--- src/rtl/terminal_select_pkg.sv ---
// Shared constants and types for the output terminal function select block.
// Assumes a single 125 MHz clock and an APB register port with 32-bit data.
package terminal_select_pkg;

	localparam int NUM_TERM = 7;
	localparam int NUM_FUNC = 100;
	localparam int CODE_W   = 8;
	localparam int FREQ_W   = 16;

	// Codes below NEG_BASE conduct when active, codes from NEG_BASE up to CODE_LIMIT do not.
	localparam logic [7:0] NEG_BASE   = 8'h64;
	localparam logic [7:0] CODE_LIMIT = 8'hc8;

	// Function indices; the negative form of each is the index plus NEG_BASE.
	localparam logic [6:0] F_RUN    = 7'h00;
	localparam logic [6:0] F_SU     = 7'h01;
	localparam logic [6:0] F_IPF    = 7'h02;
	localparam logic [6:0] F_OL     = 7'h03;
	localparam logic [6:0] F_FU     = 7'h04;
	localparam logic [6:0] F_FU2    = 7'h05;
	localparam logic [6:0] F_FU3    = 7'h06;
	localparam logic [6:0] F_LIFE   = 7'h5a;
	localparam logic [6:0] F_PWROFF = 7'h5b;
	localparam logic [6:0] F_EAVG   = 7'h5c;
	localparam logic [6:0] F_PULSE  = 7'h5d;
	localparam logic [6:0] F_HELD   = 7'h5e;
	localparam logic [6:0] F_MAINT  = 7'h5f;
	localparam logic [6:0] F_REMOTE = 7'h60;
	localparam logic [6:0] F_SECOND = 7'h61;
	localparam logic [6:0] F_MINOR  = 7'h62;
	localparam logic [6:0] F_MAJOR  = 7'h63;

	// Terminal order; the last two are relay contacts.
	localparam int T_RUN         = 0;
	localparam int T_SU          = 1;
	localparam int T_FU          = 4;
	localparam int T_RELAY_FIRST = 5;

	localparam logic [6:0][7:0] SEL_RESET = {8'h63, 8'h63, 8'h04, 8'h03, 8'h02, 8'h01, 8'h00};

	localparam logic [11:0] A_SEL0    = 12'h000;
	localparam logic [11:0] A_CTRL    = 12'h01c;
	localparam logic [11:0] A_REMOTE  = 12'h020;
	localparam logic [11:0] A_MCOUNT  = 12'h024;
	localparam logic [11:0] A_MTHRESH = 12'h028;
	localparam logic [11:0] A_DETECT  = 12'h02c;
	localparam logic [11:0] A_STATUS  = 12'h030;

	localparam int CTRL_ALARM_CODE = 0;
	localparam int CTRL_FAULT_SEL  = 1;

	typedef struct packed {
		logic [89:0]       base_func;
		logic              life_warn;
		logic              circuit_fail;
		logic              conn_fault;
		logic              energy_refresh;
		logic              energy_mon_on;
		logic              avg_pulse;
		logic              protect_stop;
		logic              ctl_reset;
		logic              supply_off;
		logic              overheat_decel;
		logic              fan_fail;
		logic              comm_warn;
		logic              alarm_active;
		logic [3:0]        alarm_code;
		logic              encoder_mode;
		logic [FREQ_W-1:0] enc_speed;
		logic [FREQ_W-1:0] out_freq;
		logic              su_in;
		logic              fu_in;
		logic              fu2_in;
		logic              fu3_in;
	} drive_status_s;

endpackage

--- src/rtl/function_vector.sv ---
// Builds the vector of status functions that the terminals select from.
// Assumes the status inputs are synchronous to clk; the held fault, the energy toggle and the delayed reset are the only state here.
`timescale 1ns/1ps
`default_nettype none
module function_vector (
	input  wire logic                                clk,
	input  wire logic                                rst_n,
	input  wire terminal_select_pkg::drive_status_s  st,
	input  wire logic                                fault_sel,
	input  wire logic [15:0]                         mcount,
	input  wire logic [15:0]                         mthresh,
	input  wire logic [15:0]                         det1,
	input  wire logic [15:0]                         det2,
	output logic [terminal_select_pkg::NUM_FUNC-1:0] func
);
	typedef struct packed {
		logic held;
		logic toggle;
		logic reset_d;
	} fv_state_s;

	fv_state_s s;
	fv_state_s next_s;

	always_comb begin
		next_s = s;
		next_s.reset_d = st.ctl_reset;
		if (st.energy_refresh && st.energy_mon_on) begin
			next_s.toggle = !s.toggle;
		end
		// Supply loss drops the held fault at once; a new fault beats a reset release.
		if (st.supply_off) begin
			next_s.held = 1'b0;
		end else if (st.protect_stop) begin
			next_s.held = 1'b1;
		end else if (s.reset_d && !st.ctl_reset) begin
			next_s.held = 1'b0;
		end
	end

	always_ff @(posedge clk or negedge rst_n) begin
		if (!rst_n) begin
			s <= '0;
		end else begin
			s <= next_s;
		end
	end

	always_comb begin
		func = '0;
		func[89:0] = st.base_func;
		if (st.encoder_mode) begin
			func[terminal_select_pkg::F_SU]  = st.enc_speed > det1;
			func[terminal_select_pkg::F_FU]  = st.enc_speed > det1;
			func[terminal_select_pkg::F_FU2] = st.out_freq > det2;
			func[terminal_select_pkg::F_FU3] = st.out_freq > det2;
		end else begin
			func[terminal_select_pkg::F_SU]  = st.su_in;
			func[terminal_select_pkg::F_FU]  = st.fu_in;
			func[terminal_select_pkg::F_FU2] = st.fu2_in;
			func[terminal_select_pkg::F_FU3] = st.fu3_in;
		end
		func[terminal_select_pkg::F_LIFE]   = st.life_warn;
		func[terminal_select_pkg::F_PWROFF] = st.circuit_fail || st.conn_fault;
		func[terminal_select_pkg::F_EAVG]   = s.toggle;
		func[terminal_select_pkg::F_PULSE]  = st.avg_pulse;
		func[terminal_select_pkg::F_HELD]   = s.held;
		func[terminal_select_pkg::F_MAINT]  = mcount >= mthresh;
		func[terminal_select_pkg::F_SECOND] = st.protect_stop || (fault_sel && st.overheat_decel);
		func[terminal_select_pkg::F_MINOR]  = st.fan_fail || st.comm_warn;
		func[terminal_select_pkg::F_MAJOR]  = st.protect_stop && !st.ctl_reset;
	end

	property p_held_through_reset;
		@(posedge clk) disable iff (!rst_n)
		(s.held && st.ctl_reset && !st.supply_off) |=> s.held;
	endproperty
	a_held_through_reset: assert property (p_held_through_reset) else $error("held fault lost during reset");

	property p_held_supply_off;
		@(posedge clk) disable iff (!rst_n)
		st.supply_off |=> !s.held;
	endproperty
	a_held_supply_off: assert property (p_held_supply_off) else $error("held fault kept after supply off");
endmodule
`default_nettype wire

--- src/rtl/terminal_decode.sv ---
// Decodes one terminal selection code against the function vector.
// Purely combinational; the caller registers the result.
`timescale 1ns/1ps
`default_nettype none
module terminal_decode (
	input  wire logic [7:0]                                code,
	input  wire logic [terminal_select_pkg::NUM_FUNC-1:0] func,
	input  wire logic                                      remote_bit,
	input  wire logic                                      is_relay,
	output logic                                           conduct
);
	logic       neg;
	logic       valid;
	logic       active;
	logic [7:0] idx;

	always_comb begin
		neg = code >= terminal_select_pkg::NEG_BASE;
		idx = neg ? code - terminal_select_pkg::NEG_BASE : code;
		valid = code < terminal_select_pkg::CODE_LIMIT;
		if (is_relay && idx[6:0] == terminal_select_pkg::F_PULSE) begin
			valid = 1'b0;
		end
		active = 1'b0;
		if (valid) begin
			if (idx[6:0] == terminal_select_pkg::F_REMOTE) begin
				active = remote_bit;
			end else begin
				active = func[idx[6:0]];
			end
		end
		conduct = valid && (active ^ neg);
	end
endmodule
`default_nettype wire

--- src/rtl/output_terminal_function_select.sv ---
// Output terminal function select: seven terminals, each steered by a code register.
// Assumes an APB master on clk and drive status inputs synchronous to clk.
//
// Summary of operation
// Codes 0-99 conduct when active; codes 100-199 do not conduct when active.
// A code outside both ranges gives no function output.
// One function may drive several terminals, each independently.
// Code 90/190 shows life warning of capacitors, inrush limiter or fan.
// Code 91/191 shows power-off alarm on circuit failure or connection fault.
// Code 92/192 toggles on each energy average refresh while monitoring.
// Code 93/193 outputs average pulse trains; refused on relay terminals.
// Code 94/194 holds major fault through reset, clearing on reset release.
// Held fault drops at once when the supply switches off.
// Code 95/195 asserts once maintenance counter reaches threshold.
// Code 96/196 drives the terminal from the software remote bit.
// Code 97/197 is major fault, or with select 1 also overheat deceleration.
// Code 98/198 shows minor fault on fan failure or communication warning.
// Code 99/199 is major alarm, dropped as soon as reset is active.
// Alarm code select 1 puts alarm code on SU, POWER_FAILURE_OUT, OL, FU during alarms.
// RUN terminal and relays ignore the alarm code select.
// Encoder mode: SU and FU compare encoder speed to the detect setting.
// Encoder mode: FU2 and FU3 compare output frequency to the detect setting.
// Users should not route fast-toggling functions to relay terminals.
// Terminal outputs are registered and reset to non-conducting.
`timescale 1ns/1ps
`default_nettype none
module output_terminal_function_select (
	input  wire logic                                clk,
	input  wire logic                                resetn,
	input  wire logic [11:0]                         paddr,
	input  wire logic                                psel,
	input  wire logic                                penable,
	input  wire logic                                pwrite,
	input  wire logic [31:0]                         pwdata,
	output logic [31:0]                              prdata,
	output logic                                     pready,
	output logic                                     pslverr,
	input  wire terminal_select_pkg::drive_status_s  status,
	output logic [terminal_select_pkg::NUM_TERM-1:0] term_conduct
);
	typedef struct packed {
		logic [6:0][7:0] sel;
		logic            alarm_code_output_select;
		logic            fault_output_select;
		logic [6:0]      remote_out;
		logic [15:0]     maintenance_counter;
		logic [15:0]     maintenance_threshold;
		logic [15:0]     det1;
		logic [15:0]     det2;
		logic [6:0]      term;
		logic [31:0]     rdata;
		logic            err;
	} regs_s;

	logic [1:0] rst_pipe;
	logic       rst_n;

	regs_s r;
	regs_s next_r;

	logic [terminal_select_pkg::NUM_FUNC-1:0] func;
	logic [terminal_select_pkg::NUM_TERM-1:0] decoded;
	logic [terminal_select_pkg::NUM_TERM-1:0] next_term;

	logic        setup;
	logic        wr_access;
	logic        sel_hit;
	logic [2:0]  sel_idx;
	logic [11:0] sel_end;

	// The reset is released through two flops so that every flop leaves reset on the same edge.
	always_ff @(posedge clk or negedge resetn) begin
		if (!resetn) begin
			rst_pipe <= 2'b00;
		end else begin
			rst_pipe <= {rst_pipe[0], 1'b1};
		end
	end
	assign rst_n = rst_pipe[1];

	function_vector u_func (
		.clk       (clk),
		.rst_n     (rst_n),
		.st        (status),
		.fault_sel (r.fault_output_select),
		.mcount    (r.maintenance_counter),
		.mthresh   (r.maintenance_threshold),
		.det1      (r.det1),
		.det2      (r.det2),
		.func      (func)
	);

	// The function vector is shared, so any number of terminals may pick the same entry.
	genvar gi;
	generate
		for (gi = 0; gi < terminal_select_pkg::NUM_TERM; gi++) begin : g_term
			terminal_decode u_dec (
				.code       (r.sel[gi]),
				.func       (func),
				.remote_bit (r.remote_out[gi]),
				.is_relay   (gi >= terminal_select_pkg::T_RELAY_FIRST),
				.conduct    (decoded[gi])
			);
			if (gi >= terminal_select_pkg::T_SU && gi <= terminal_select_pkg::T_FU) begin : g_alarm
				always_comb begin
					if (r.alarm_code_output_select && status.alarm_active) begin
						next_term[gi] = status.alarm_code[gi - terminal_select_pkg::T_SU];
					end else begin
						next_term[gi] = decoded[gi];
					end
				end
			end else begin : g_plain
				// RUN and the relays never take the alarm code.
				always_comb begin
					next_term[gi] = decoded[gi];
				end
			end
		end
	endgenerate

	assign setup = psel && !penable;
	assign wr_access = psel && penable && pwrite;
	assign sel_end = terminal_select_pkg::A_CTRL;
	assign sel_hit = paddr < sel_end && paddr[1:0] == 2'b00;
	assign sel_idx = paddr[4:2];

	always_comb begin
		next_r = r;
		next_r.term = next_term;
		if (setup) begin
			next_r.rdata = '0;
			next_r.err = 1'b0;
			if (sel_hit) begin
				next_r.rdata[7:0] = r.sel[sel_idx];
			end else if (paddr == terminal_select_pkg::A_CTRL) begin
				next_r.rdata[terminal_select_pkg::CTRL_ALARM_CODE] = r.alarm_code_output_select;
				next_r.rdata[terminal_select_pkg::CTRL_FAULT_SEL] = r.fault_output_select;
			end else if (paddr == terminal_select_pkg::A_REMOTE) begin
				next_r.rdata[6:0] = r.remote_out;
			end else if (paddr == terminal_select_pkg::A_MCOUNT) begin
				next_r.rdata[15:0] = r.maintenance_counter;
			end else if (paddr == terminal_select_pkg::A_MTHRESH) begin
				next_r.rdata[15:0] = r.maintenance_threshold;
			end else if (paddr == terminal_select_pkg::A_DETECT) begin
				next_r.rdata = {r.det2, r.det1};
			end else if (paddr == terminal_select_pkg::A_STATUS) begin
				next_r.rdata[6:0] = r.term;
				next_r.rdata[7] = func[terminal_select_pkg::F_HELD];
				next_r.rdata[8] = func[terminal_select_pkg::F_EAVG];
				next_r.rdata[9] = func[terminal_select_pkg::F_MAINT];
			end else begin
				next_r.err = 1'b1;
			end
		end
		// Writes land on the access edge; the status word is read only.
		if (wr_access) begin
			if (sel_hit) begin
				next_r.sel[sel_idx] = pwdata[7:0];
			end else if (paddr == terminal_select_pkg::A_CTRL) begin
				next_r.alarm_code_output_select = pwdata[terminal_select_pkg::CTRL_ALARM_CODE];
				next_r.fault_output_select = pwdata[terminal_select_pkg::CTRL_FAULT_SEL];
			end else if (paddr == terminal_select_pkg::A_REMOTE) begin
				next_r.remote_out = pwdata[6:0];
			end else if (paddr == terminal_select_pkg::A_MCOUNT) begin
				next_r.maintenance_counter = pwdata[15:0];
			end else if (paddr == terminal_select_pkg::A_MTHRESH) begin
				next_r.maintenance_threshold = pwdata[15:0];
			end else if (paddr == terminal_select_pkg::A_DETECT) begin
				next_r.det1 = pwdata[15:0];
				next_r.det2 = pwdata[31:16];
			end
		end
	end

	always_ff @(posedge clk or negedge rst_n) begin
		if (!rst_n) begin
			r <= '0;
			r.sel <= terminal_select_pkg::SEL_RESET;
		end else begin
			r <= next_r;
		end
	end

	// Read data is captured in the setup cycle, so every transfer ends in its first access cycle.
	assign pready = psel && penable;
	assign prdata = r.rdata;
	assign pslverr = r.err;
	assign term_conduct = r.term;

	property p_positive_remote;
		@(posedge clk) disable iff (!rst_n)
		(r.sel[0] == {1'b0, terminal_select_pkg::F_REMOTE} && !wr_access) |=> term_conduct[0] == $past(r.remote_out[0]);
	endproperty
	a_positive_remote: assert property (p_positive_remote) else $error("positive remote code not followed");

	property p_negative_remote;
		@(posedge clk) disable iff (!rst_n)
		(r.sel[0] == terminal_select_pkg::NEG_BASE + {1'b0, terminal_select_pkg::F_REMOTE} && !wr_access)
			|=> term_conduct[0] != $past(r.remote_out[0]);
	endproperty
	a_negative_remote: assert property (p_negative_remote) else $error("negative code did not invert");

	property p_invalid_code;
		@(posedge clk) disable iff (!rst_n)
		(r.sel[0] >= terminal_select_pkg::CODE_LIMIT && !wr_access) |=> !term_conduct[0];
	endproperty
	a_invalid_code: assert property (p_invalid_code) else $error("invalid code drove a terminal");

	property p_relay_pulse;
		@(posedge clk) disable iff (!rst_n)
		(r.sel[terminal_select_pkg::T_RELAY_FIRST] == {1'b0, terminal_select_pkg::F_PULSE} && !wr_access)
			|=> !term_conduct[terminal_select_pkg::T_RELAY_FIRST];
	endproperty
	a_relay_pulse: assert property (p_relay_pulse) else $error("pulse code accepted on a relay");

	property p_shared_function;
		@(posedge clk) disable iff (!rst_n)
		(r.sel[5] == r.sel[6] && r.remote_out[5] == r.remote_out[6] && !wr_access)
			|=> term_conduct[5] == term_conduct[6];
	endproperty
	a_shared_function: assert property (p_shared_function) else $error("same code gave different relay outputs");

	property p_alarm_code;
		@(posedge clk) disable iff (!rst_n)
		(r.alarm_code_output_select && status.alarm_active) |=> term_conduct[4:1] == $past(status.alarm_code);
	endproperty
	a_alarm_code: assert property (p_alarm_code) else $error("alarm code not on the four terminals");

	property p_run_kept;
		@(posedge clk) disable iff (!rst_n)
		(r.alarm_code_output_select && r.sel[0] == {1'b0, terminal_select_pkg::F_REMOTE} && !wr_access)
			|=> term_conduct[0] == $past(r.remote_out[0]);
	endproperty
	a_run_kept: assert property (p_run_kept) else $error("run terminal changed by alarm code select");

	property p_maintenance;
		@(posedge clk) disable iff (!rst_n)
		(r.sel[0] == {1'b0, terminal_select_pkg::F_MAINT} && !wr_access)
			|=> term_conduct[0] == ($past(r.maintenance_counter) >= $past(r.maintenance_threshold));
	endproperty
	a_maintenance: assert property (p_maintenance) else $error("maintenance output wrong");

	property p_major_reset;
		@(posedge clk) disable iff (!rst_n)
		(r.sel[0] == {1'b0, terminal_select_pkg::F_MAJOR} && status.ctl_reset && !wr_access) |=> !term_conduct[0];
	endproperty
	a_major_reset: assert property (p_major_reset) else $error("major alarm kept during reset");

	property p_encoder_su;
		@(posedge clk) disable iff (!rst_n)
		(r.sel[1] == {1'b0, terminal_select_pkg::F_SU} && status.encoder_mode && !status.alarm_active && !wr_access)
			|=> term_conduct[1] == ($past(status.enc_speed) > $past(r.det1));
	endproperty
	a_encoder_su: assert property (p_encoder_su) else $error("encoder speed compare wrong");

	property p_apb_ready;
		@(posedge clk) disable iff (!rst_n)
		(psel && !penable) ##1 (psel && penable) |-> pready;
	endproperty
	a_apb_ready: assert property (p_apb_ready) else $error("access phase not answered");
endmodule
`default_nettype wire

--- config.mk ---
export PLATFORM = sky130hd
export DESIGN_NAME = output_terminal_function_select
export DESIGN_NICKNAME = d
export VERILOG_FILES = /design/src/rtl/terminal_select_pkg.sv /design/src/rtl/function_vector.sv /design/src/rtl/terminal_decode.sv /design/src/rtl/output_terminal_function_select.sv
export SDC_FILE = /design/constraint.sdc
export NUM_CORES = 1
export LEC_CHECK = 0
export BUFFER_PORTS_ARGS = -buffer_cell sky130_fd_sc_hd__buf_4
export CAP_MARGIN = 25
export CELL_PAD_IN_SITES_DETAIL_PLACEMENT = 0
export CELL_PAD_IN_SITES_GLOBAL_PLACEMENT = 1
export CORE_MARGIN = 1.5
export CORE_UTILIZATION = 42
export CTS_CLUSTER_SIZE = 10
export DETAILED_ROUTE_END_ITERATION = 16
export PLACE_DENSITY_LB_ADDON = 0.1
export SETUP_SLACK_MARGIN = 0.1
export SLEW_MARGIN = 40
export SYNTH_ARGS = -nofsm -noshare
export SYNTH_HDL_FRONTEND = slang
export SYNTH_SLANG_ARGS = --single-unit
--- constraint.sdc ---
create_clock -name clk -period 5 [get_ports clk]
set_input_delay 0.5 -clock clk [delete_from_list [all_inputs] [get_ports clk]]
set_output_delay 0.5 -clock clk [all_outputs]
set_load 0.1 [all_outputs]
* After elaboration in Yosys (flattened, before gate mapping)
Cells that the tools add are included.
** Storage, ports and cells
- Register bits after elaboration :: 174
- Bits in latches :: 0
- Memory bits (writable) :: 0
- Memory bits (read-only) :: 0
- Output and inout port bits :: 41
- Word-level logic and storage cells :: 190
- Memories :: 0
** Operators by class
- $add $sub $neg :: 7
- $mul :: 0
- Div/mod/pow operators :: 0
- Order comparisons :: 27
- Equal/unequal tests :: 15
- Shift operators :: 0
- Muxes and demuxes :: 77
- Bitwise gates (word level) :: 12
- Reductions and logical operators :: 31
** Operators by type and width (count)
- $mux W22 :: 7
- $mux W16 :: 4
- $eq A7 B7 Y1 const B :: 9
- $eq A12 B6 Y1 const B :: 5
- $bwmux W56 :: 1
- $ge A8 B7 Y1 const B :: 7
- $lt A7 B8 Y1 const B :: 7
- $lt A8 B8 Y1 const B :: 7
- $mux W7 :: 8
- $bmux W1 S7 :: 7
- $sub A7 B7 Y7 const B :: 7
- $mux W1 :: 38
- $gt A16 B16 Y1 :: 2
- $mux W30 :: 1
- $mux W25 :: 1
- $bmux W8 S3 :: 1
- $demux W8 S3 :: 1
- $mux W24 :: 1
- $mux W8 :: 3
- $mux W10 :: 2
- $logic_and A1 B1 Y1 :: 17
- $ge A16 B16 Y1 :: 1
- $eq A12 B5 Y1 const B :: 1
- $lt A12 B5 Y1 const B :: 1
- 16 further kinds :: 30

* Logic depth before layout (Yosys ltp)
Gate-level depths: netlist of run 1.
- Depth after elaboration :: 13
- Depth in mapped cells :: 14
- Mapped depth without buffers :: 12

* Hierarchy
From an unflattened synthesis of run 1, not the netlist that was laid out.
** Unflattened totals
- Cell total of the unflattened synthesis :: 1595
- Area, all modules :: 18495.2 µm²
** By module, submodules not included
- output_terminal_function_select :: instances 1, cells an instance 612, area an instance 7918.8 µm², sequential area each 4295.4 µm²
- terminal_decode at g_term[0].u_dec ... :: instances 6, cells an instance 102, area an instance 1232.4 µm², sequential area each 0.0 µm²
- function_vector :: instances 1, cells an instance 272, area an instance 2059.5 µm², sequential area each 75.1 µm²
- terminal_decode at g_term[6].u_dec :: instances 1, cells an instance 99, area an instance 1122.3 µm², sequential area each 0.0 µm²

* Worst setup path after synthesis of run 1
OpenSTA, ideal clock, no wires.
- Path kind :: in2reg
- From :: input port status[35] (netlist name)
- To :: register r, in the netlist term_conduct[2]
- Library setup time :: 0.076 ns
- Arrival :: 3.019 ns
- Required time :: 4.924 ns
- Setup slack :: 1.905 ns
- Stages on the path :: 11
- Path through :: ha_1 -> nand4_2 -> or4_4 -> o21ai_1 -> a31oi_4 -> o41ai_1 -> a211oi_1 -> a221o_1 -> a32o_1 -> xor2_1 -> o21ai_1
** RTL lines
- from (decl) :: RTL line output_terminal_function_select.sv:38 : input wire terminal_select_pkg::drive_status_s status,
- to (signal assigned) :: RTL line output_terminal_function_select.sv:180 : r <= next_r;
- to (decl) :: RTL line output_terminal_function_select.sv:58 : regs_s r;

==> metrics.txt, run 1 <==
maximum clock frequency=about 260 MHz; Hold Vio Cnt, Final=0; worst min-delay path category=input pin to flop; Final Max Slew Viols=0; Mapped Nets=1,910; Ant. Diodes=0; Post-route DRC=0; RSZ-0062 raised after global routing=no; CTS Sinks=174; largest net degree at the start of global routing=95; static leakage=8.06 nW; sum of negative setup slack=0 ps; fin crit share=0.764; num ports=234; Post-synth top cells=nand2_1, mux4_2, dfrtp_1, o21ai_0, clkbuf_1; Setup violations, final=0; max incr delay on CP=around 640 ps; met1 Use GR=0.406; status=complete, no violations; Initial Utilization=0.429; area share of the largest cell type after synthesis=0.242; num rows=between 70 and 80; Clock Path Buffers=2; Die Span Y=202 um; FF/Latch Area=roughly 4400 sq um; worst skew pair latency=between 400 and 500 ps; Area contributors post-synth=dfrtp_1, mux4_2, mux2_2; first-pass GRT wire length=91.7 mm; Routed Antenna Nets=0; area of the multi-input gates=11,200 sq um; die area=a little over 40,000 sq um; YS warnings=0; DR pass1 iterations=5; number of DRC markers in iteration 0=1,411; Post-DP HPWL=roughly 44 mm; Congestion Overflow GR=0; Cells after Synth=1,655; Synth area leader=dfrtp_1; Async SR Flop Fraction=1.00; Port Buf Inserts=229; core box area=38,800 sq um; antenna violations before repair=0; most common cell type on the critical path=a211oi_1; synth-to-layout area growth=15.1%; Die Wd=202 um; Crit-path slowest cell=a211oi_1; post-route core utilization=0.493; drt total wl=around 60 mm; H-Tree Depth=4; minimum clock period=3820 ps; worst slew pin tran=852 ps; required time of the critical path=5320 ps; CP Cell Sequence=inv_1, ha_1, nor3b_1, o31a_1, mux2_2, nor2b_1, a211oi_1, a211oi_1, o211ai_1, and4bb_2, xor2_1, o21ai_0; met2 usage=0.468; Crit path arrival time=4140 ps; largest fanout on the critical path=14; crit path kind=flop to flop; Fill cells=3,626; CTS root buf=clkbuf_16; top-count cell post-synth=nand2_1; vias in the first global route=14.3k; Peak supply drop=0.000205 V; Post-Syn Area=between 15,000 and 20,000 sq um; routability-driven placement congestion ratio=roughly 0.93; Yosys reg bits=174; TritonCTS buffer count=17; gr usage total=0.298; number of max-cap violations=0; Pwr per Cell Area=roughly 180 nW/um^2; Post-synth EDFFs=0; crit path capture type=flop; clock-pin slew on the worst setup and hold paths=approximately 70 ps; Avg Inst Size Synth=10.1 sq um; met3 GRT Util=0.0530; Via Count=roughly 15k; Relative slew margins=0.432; Critical Path Start Type=flop; Vias per Instance=6.38; Total Power=0.00340 W; CTS tree=yes; Worst Skew=15.4 ps; Layout Nets=2,026; GRT busiest layer=met2; drt wl/cell=between 20 and 30 um; layout cell share with drive strength beyond 1=0.339; post-synthesis sequential area ratio=0.263; Yosys cell types=86; Main synth FF type=dfrtp_1
[repair_timing]
action	4_1_cts	5_1_grt
hold buffers	1	0
gates resized for setup	0	0
setup buffers	0	0
hold endpoints to repair	2	0
[layout by cell type, fill, tap and decap left out, types with 10 or more instances in the layout]
master     count
nand4_1       12
mux2i_1       71
clkbuf_16     17
a22oi_1       13
nor4_1        13
buf_4        262
mux4_2       165
nand2b_1      18
ha_1          62
nor3_1        21
nor2_1        58
a31oi_1       16
o31ai_1       10
a211oi_1      24
o22ai_1       12
nor3b_1       14
nor2b_1       20
dfrtp_1      157
a22o_1        17
o211ai_1      21
dfstp_2       13
nand2_1      168
mux2_2        86
a21oi_1       72
inv_1         83
nand3_1       25
o311ai_0      11
o21ai_0      128
[worst max-delay path: cells and delay by family, from the launching register on]
family | cells | cell delay (ps)
AOI/OAI and AO/OA | 5 | 1330
muxes | 1 | 550
buffers and inverters | 1 | 180
xor gates and xnor gates | 1 | 270
DFF | 1 | 400
adders and majority gates | 1 | 170
and+or+nand+nor | 3 | 780
[final cells by class]
| cell class | instances | share of cell area |
|---|---|---|
| clock inverter | 9 | 0.00451 |
| timing repair buffer | 266 | 0.107 |
| inverter | 83 | 0.0163 |
| sequential | 174 | 0.229 |
| tap | 518 | 0.0338 |
| multi-input combinational | 1229 | 0.585 |
| clock buffer | 23 | 0.0250 |
[state kept, by name (all words and copies together), names as in the netlist]
signal        cells
pslverr           1
prdata           32
u_func.s          1
r               129
term_conduct      7
u_func.func       2
rst_pipe          2
[through the flow]
stage | hold slack [ps] | area [sq um] | setup WS [ps] | std cells
detailed placement | 203 | 18600 | 1230 | 2269
finish | 177 | 19200 | 1180 | 2302
floorplan | 204 | 16600 | 1900 | 1655
global route | 154 | 19200 | 988 | 2302
global placement | 282 | 18500 | 1170 | 2267
CTS | 155 | 19100 | 1200 | 2302
[power breakdown]
part           switching, W  internal (W)  leakage [nW]
clock              0.000599      0.000728         0.274
sequential        0.0000340       0.00142          2.05
combinational      0.000336      0.000285          5.74
total              0.000968       0.00243          8.06
[per-layer routing]
| layer | up-vias | share of wire |
|---|---|---|
| met3 | 107 | 0.074 |
| li1 | 6560 | - |
| met2 | 710 | 0.47 |
| met4 | 0 | 0.041 |
| met5 | - | 0 |
| met1 | 7311 | 0.42 |
[final timing paths]
path                       depth (start not counted)        start              end  slack (ps)
min reg2reg                                        1  rst_pipe[1]           r[144]         210
min                                                1   status[46]      u_func.s[0]         180
min in group asynchronous                          1  rst_pipe[1]           r[144]         210
max in group asynchronous                          3  rst_pipe[1]           r[162]        3700
max                                               12       r[140]  term_conduct[3]        1180
max reg2reg                                       12       r[140]  term_conduct[3]        1180
[logic make-up (layout without fill, tap and decap cells)]
kind of cell | Yosys count | in the layout | synth area share
other cells | 1 | 1 | 0.000225
simple gates | 404 | 404 | 0.119
mux | 322 | 322 | 0.324
fa+ha+maj | 62 | 62 | 0.0466
xor+xnor | 14 | 14 | 0.00737
compound gates | 426 | 426 | 0.171
flops | 174 | 174 | 0.263
buf+inv | 252 | 381 | 0.0691
Power figures use the tool's default switching activity.
==> run 2: changes to the inputs <==
--- a/config.mk
+++ b/config.mk
@@ -10,7 +10,7 @@
 export CELL_PAD_IN_SITES_DETAIL_PLACEMENT = 0
 export CELL_PAD_IN_SITES_GLOBAL_PLACEMENT = 1
 export CORE_MARGIN = 1.5
-export CORE_UTILIZATION = 42
+export CORE_UTILIZATION = 45
 export CTS_CLUSTER_SIZE = 10
 export DETAILED_ROUTE_END_ITERATION = 16
 export PLACE_DENSITY_LB_ADDON = 0.1
==> constraint.sdc (replaced) <==
create_clock -name clk -period 3.6 [get_ports clk]
set_input_delay 0.36 -clock clk [delete_from_list [all_inputs] [get_ports clk]]
set_output_delay 0.36 -clock clk [all_outputs]
set_load 0.1 [all_outputs]
==> metrics.txt, run 2 (synthesis results as in run 1) <==
vias in the first global route=14.6k; minimum clock period=approximately 3400 ps; Hold Vio Cnt, Final=0; crit path capture type=flop; status=complete, no violations; commonest non-fill, non-tap cell in the layout=buf_4; Vias per Instance=about 6.5; sum of negative setup slack=0 ps; Final Max Slew Viols=0; maximum clock frequency=about 300 MHz; Crit path arrival time=around 3800 ps; Port Buf Inserts=229; RR Startpoint=r[63]; worst min-delay path category=input pin to flop; drt wl/cell=25.7 um; Clock Path Buffers=2; Layout Nets=2,064; Worst Skew=12.8 ps; Largest register FFs=129; number of max-cap violations=0; CP Launch Point=r[63]; Pwr per Cell Area=252 nW/um^2; Via Count=between 10k and 15k; RSZ-0062 raised after global routing=yes; Routed Antenna Nets=0; gr usage total=0.311; worst slew pin tran=slightly above 700 ps; required time of the critical path=3930 ps; worst setup margin=188 ps; synth-to-layout area growth=17.0%; crit path kind=flop to flop; largest net degree at the start of global routing=around 80; Initial Utilization=0.456; H-Tree Depth=4; Die Wd=between 150 and 200 um; worst skew pair latency=450 ps; CTS root buf=clkbuf_16; die area=around 38,000 sq um; fin crit share=0.948; largest fanout on the critical path=5; Post-DP HPWL=43.9 mm; Relative slew margins=0.530; drt total wl=58.9 mm; Congestion Overflow GR=0; Die Span Y=195 um; Critical Path Start Type=flop; layout cell share with drive strength beyond 1=0.352; Post-route DRC=0; Biggest register=r; commonest non-fill, non-tap cells in the layout=buf_4, nand2_1, mux4_2, dfrtp_1, o21ai_0; Setup violations, final=0; clock-pin slew on the worst setup and hold paths=70 ps; area post-placement=about 19,000 sq um; Total Power=0.00491 W; Peak supply drop=0.000297 V; first-pass GRT wire length=89.7 mm; CTS Sinks=174; static leakage=about 8.3 nW; Ant. Diodes=0; routability-driven placement congestion ratio=0.960; core box area=36,500 sq um; worst min-delay path startpoint=status[46]; Setup WS pre-CTS=111 ps; antenna violations before repair=0; num ports=between 200 and 250; CTS tree=yes; DR pass1 iterations=5; number of DRC markers in iteration 0=1,475; num rows=70; TritonCTS buffer count=17; cell count after placement=2,255; fin cells=2,290; final instance area=between 15,000 and 20,000 sq um
-- run 2: cell count changes in the layout (fill, tap and decap cells not counted), moves of 2 or more --
cell / before / now
buf_4: 262 / 296
bufinv_16: 1 / 3
clkbuf_1: 3 / 1
nor2_1: 58 / 60
nor2_2: 4 / 2
buf_16: 2 / 0
a2111oi_0: 4 / 2
mux2i_1: 71 / 69
mux2i_2: 0 / 2
buf_12: 1 / 6
clkbuf_8: 3 / 6
-- run 2: worst paths after layout --
path                       cells past startpoint              end  slack, ps
max in group asynchronous                      1           r[161]       2420
hold / removal                                 1      u_func.s[0]         30
setup reg to reg                              13  term_conduct[2]        190
setup / recovery                              13  term_conduct[2]        190
hold reg to reg                                0           r[143]        290
min in group asynchronous                      2      rst_pipe[1]        230
-- run 2: repair_timing --
action / CTS / global route
cloned: 0 / 0
buffers inserted: 0 / 2
hold buffers: 1 / 0
endpoints found under the setup margin: 1 / 7
pin swaps: 0 / 1
hold endpoints to repair: 2 / 0
resized for setup: 1 / 12
-- run 2: metal layers --
metal | global-route usage | up-vias | routed length, um
met3 | 0.0442 | 133 | 4420
met1 | 0.421 | 7384 | 24400
met4 | 0.140 | 0 | 2430
met2 | 0.498 | 751 | 27700
li1 | - | 6650 | -
met5 | 0 | - | 0
-- run 2: critical path: stages, from the launching register on --
cell and delay (ps):
dfrtp_1 360, inv_1 80, ha_1 310, nand4_1 140
or4_4 560, o21ai_1 210, a31oi_4 90, buf_4 200
o41ai_1 300, a211oi_1 120, a221o_1 360, a32o_1 300
xor2_1 170, o21ai_1 90
-- run 2: cell type report --
cell class	instances	area, sq um
sequential	174	4380
timing repair buffer	304	2360
clock buffer	24	512
fill	3387	17100
tap	468	586
inverter	83	312
clock inverter	8	125
multi-input combinational	1229	11200
-- run 2: power by group --
group	switching, W	total [W]	internal [W]	leakage, nW
registers	0.0000579	0.00203	0.00197	2.05
logic	0.000465	0.000866	0.000401	5.93
clock network	0.000810	0.00202	0.00121	0.313
total	0.00133	0.00491	0.00358	8.29
-- run 2: through the flow --
stage,util,hold WS [ps]
detailed placement,0.514,143
global route,0.533,26.6
finish,0.533,32.9
floorplan,-,64.4
CTS,0.531,20.1
global placement,0.513,143
==> run 3: changes to the inputs <==
--- a/config.mk
+++ b/config.mk
@@ -13,8 +13,8 @@
 export CORE_UTILIZATION = 45
 export CTS_CLUSTER_SIZE = 10
 export DETAILED_ROUTE_END_ITERATION = 16
-export PLACE_DENSITY_LB_ADDON = 0.1
-export SETUP_SLACK_MARGIN = 0.1
+export PLACE_DENSITY_LB_ADDON = 0.08
+export SETUP_SLACK_MARGIN = 0.02
 export SLEW_MARGIN = 40
 export SYNTH_ARGS = -nofsm -noshare
 export SYNTH_HDL_FRONTEND = slang
==> metrics.txt, run 3 (synthesis results as in run 1) <==
status=complete, no violations; FF/Latch Area=4380 sq um; Hold Vio Cnt, Final=0; WHS Endpoint=u_func.s[0]; gr usage total=0.315; crit path capture type=flop; fin crit share=0.967; Die Span Y=195 um; drt total wl=59.3 mm; Ant. Diodes=0; Vias per Instance=6.46; drt wl/cell=25.9 um; antenna violations before repair=1; Layout Nets=2,067; Relative slew margins=0.550; Critical Path Start Type=flop; Hold WS=~38 ps; worst skew pair latency=450 ps; core box area=36,500 sq um; Crit path arrival time=3860 ps; worst slew pin tran=674 ps; commonest non-fill, non-tap cell in the layout=buf_4; Pwr per Cell Area=243 nW/um^2; FF-to-FF path depth=13; commonest non-fill, non-tap cells in the layout=buf_4, nand2_1, mux4_2, dfrtp_1, o21ai_0; Via Count=14.8k; Final Max Slew Viols=0; Routed Antenna Nets=0; synth-to-layout area growth=16.9%; Biggest register=r; routability-driven placement congestion ratio=0.952; Largest register FFs=between 100 and 150; Congestion Overflow GR=0; H-Tree Depth=4; largest net degree at the start of global routing=85; CTS tree=yes; layout cell share with drive strength beyond 1=0.350; first-pass GRT wire length=90.4 mm; Worst Skew=16.9 ps; Post-DP HPWL=44.3 mm; required time of the critical path=3980 ps; sum of negative setup slack=0 ps; worst min-delay path category=input pin to flop; static leakage=8.29 nW; max incr delay on CP=570 ps; crit path kind=flop to flop; die area=38,100 sq um; DR pass1 iterations=7; CTS Sinks=174; most common cell type on the critical path=o21ai_1; post-route core utilization=0.532; Setup Fix Bufs, Post-CTS=0; area of the multi-input gates=11,100 sq um; Initial Utilization=0.456; TritonCTS buffer count=17; num rows=70; Peak supply drop=0.000305 V; Port Buf Inserts=229; largest fanout on the critical path=5; worst min-delay path startpoint=status[46]; vias in the first global route=14.5k; Post-route DRC=0; Fill cells=around 3.3k; worst r2r dst=term_conduct[2]; num ports=234; Die Wd=195 um; Crit-path slowest cell=or4_4; RSZ-0062 raised after global routing=no; R2R Setup Slk=120 ps; clock-pin slew on the worst setup and hold paths=70 ps; number of max-cap violations=0; Hold Crit Depth=1; minimum clock period=3480 ps; CP Cell Sequence=inv_1, ha_1, nand4_1, or4_4, o21ai_1, a31oi_4, buf_4, o41ai_1, a211oi_1, a221o_1, a32o_1, xor2_1, o21ai_1; Total Power=0.00473 W; Clock Path Buffers=2; number of DRC markers in iteration 0=between 1k and 1.5k; CTS root buf=clkbuf_16; maximum clock frequency=287 MHz; RR Startpoint=r[61]; Setup violations, final=0
[run 3: cell types whose count changed in the layout (fill, tap and decap cells not counted), sizes merged]
cell,delta
clkbuf,-6
clkinv,+2
clkinvlp,+1
bufinv,-3
inv,+6
buf,+3
[run 3: power breakdown]
group / switching, W / internal, W
clock: 0.000904 / 0.000942
sequential: 0.0000463 / 0.00197
combinational: 0.000467 / 0.000401
total: 0.00142 / 0.00331
[run 3: through the flow]
step / cell area, sq um / worst slack (ps) / instances
finish: 19400 / 120 / 2293
global placement: 18800 / 114 / 2260
global route: 19400 / 42.4 / 2293
floorplan: 16600 / 632 / 1655
CTS: 19400 / 122 / 2293
detailed placement: 18800 / 86.6 / 2260
[run 3: layer usage]
| metal | vias up | GRT usage | wire, um |
|---|---|---|---|
| met5 | - | 0 | 9 |
| met4 | 2 | 0.141 | 2740 |
| met3 | 131 | 0.0513 | 4480 |
| met2 | 740 | 0.502 | 27800 |
| met1 | 7290 | 0.423 | 24300 |
| li1 | 6648 | - | - |
[run 3: worst max-delay path by stage]
stage / from / to / cells past startpoint
floorplan: r[155] / term_conduct[5] / 12
global route: r[62] / term_conduct[2] / 13
detailed placement: status[26] / term_conduct[2] / 13
CTS: r[61] / term_conduct[2] / 13
finish: r[61] / term_conduct[2] / 13
global placement: status[26] / term_conduct[5] / 13
[run 3: critical path: cells and delay by family (launching register included)]
family	cells	cell delay, ps
AO/OA/AOI/OAI	7	1590
AND/OR/NAND/NOR	2	700
buffers and inverters	2	290
adder cells (fa/ha/maj)	1	300
XOR/XNOR	1	160
flip-flops	1	370
[run 3: what timing repair did]
action                                  CTS  global route
resized for setup                         0             5
hold buffers                              1             0
hold endpoints to repair                  2             0
endpoints found under the setup margin    0             5
[run 3: cell type report]
class,instances,area share
Clock buffer,18,0.0226
Clock inverter,14,0.00746
Inverter,83,0.0160
Multi-Input combinational cell,1229,0.573
Sequential cell,174,0.225
Tap cell,468,0.0301
Timing Repair Buffer,307,0.125
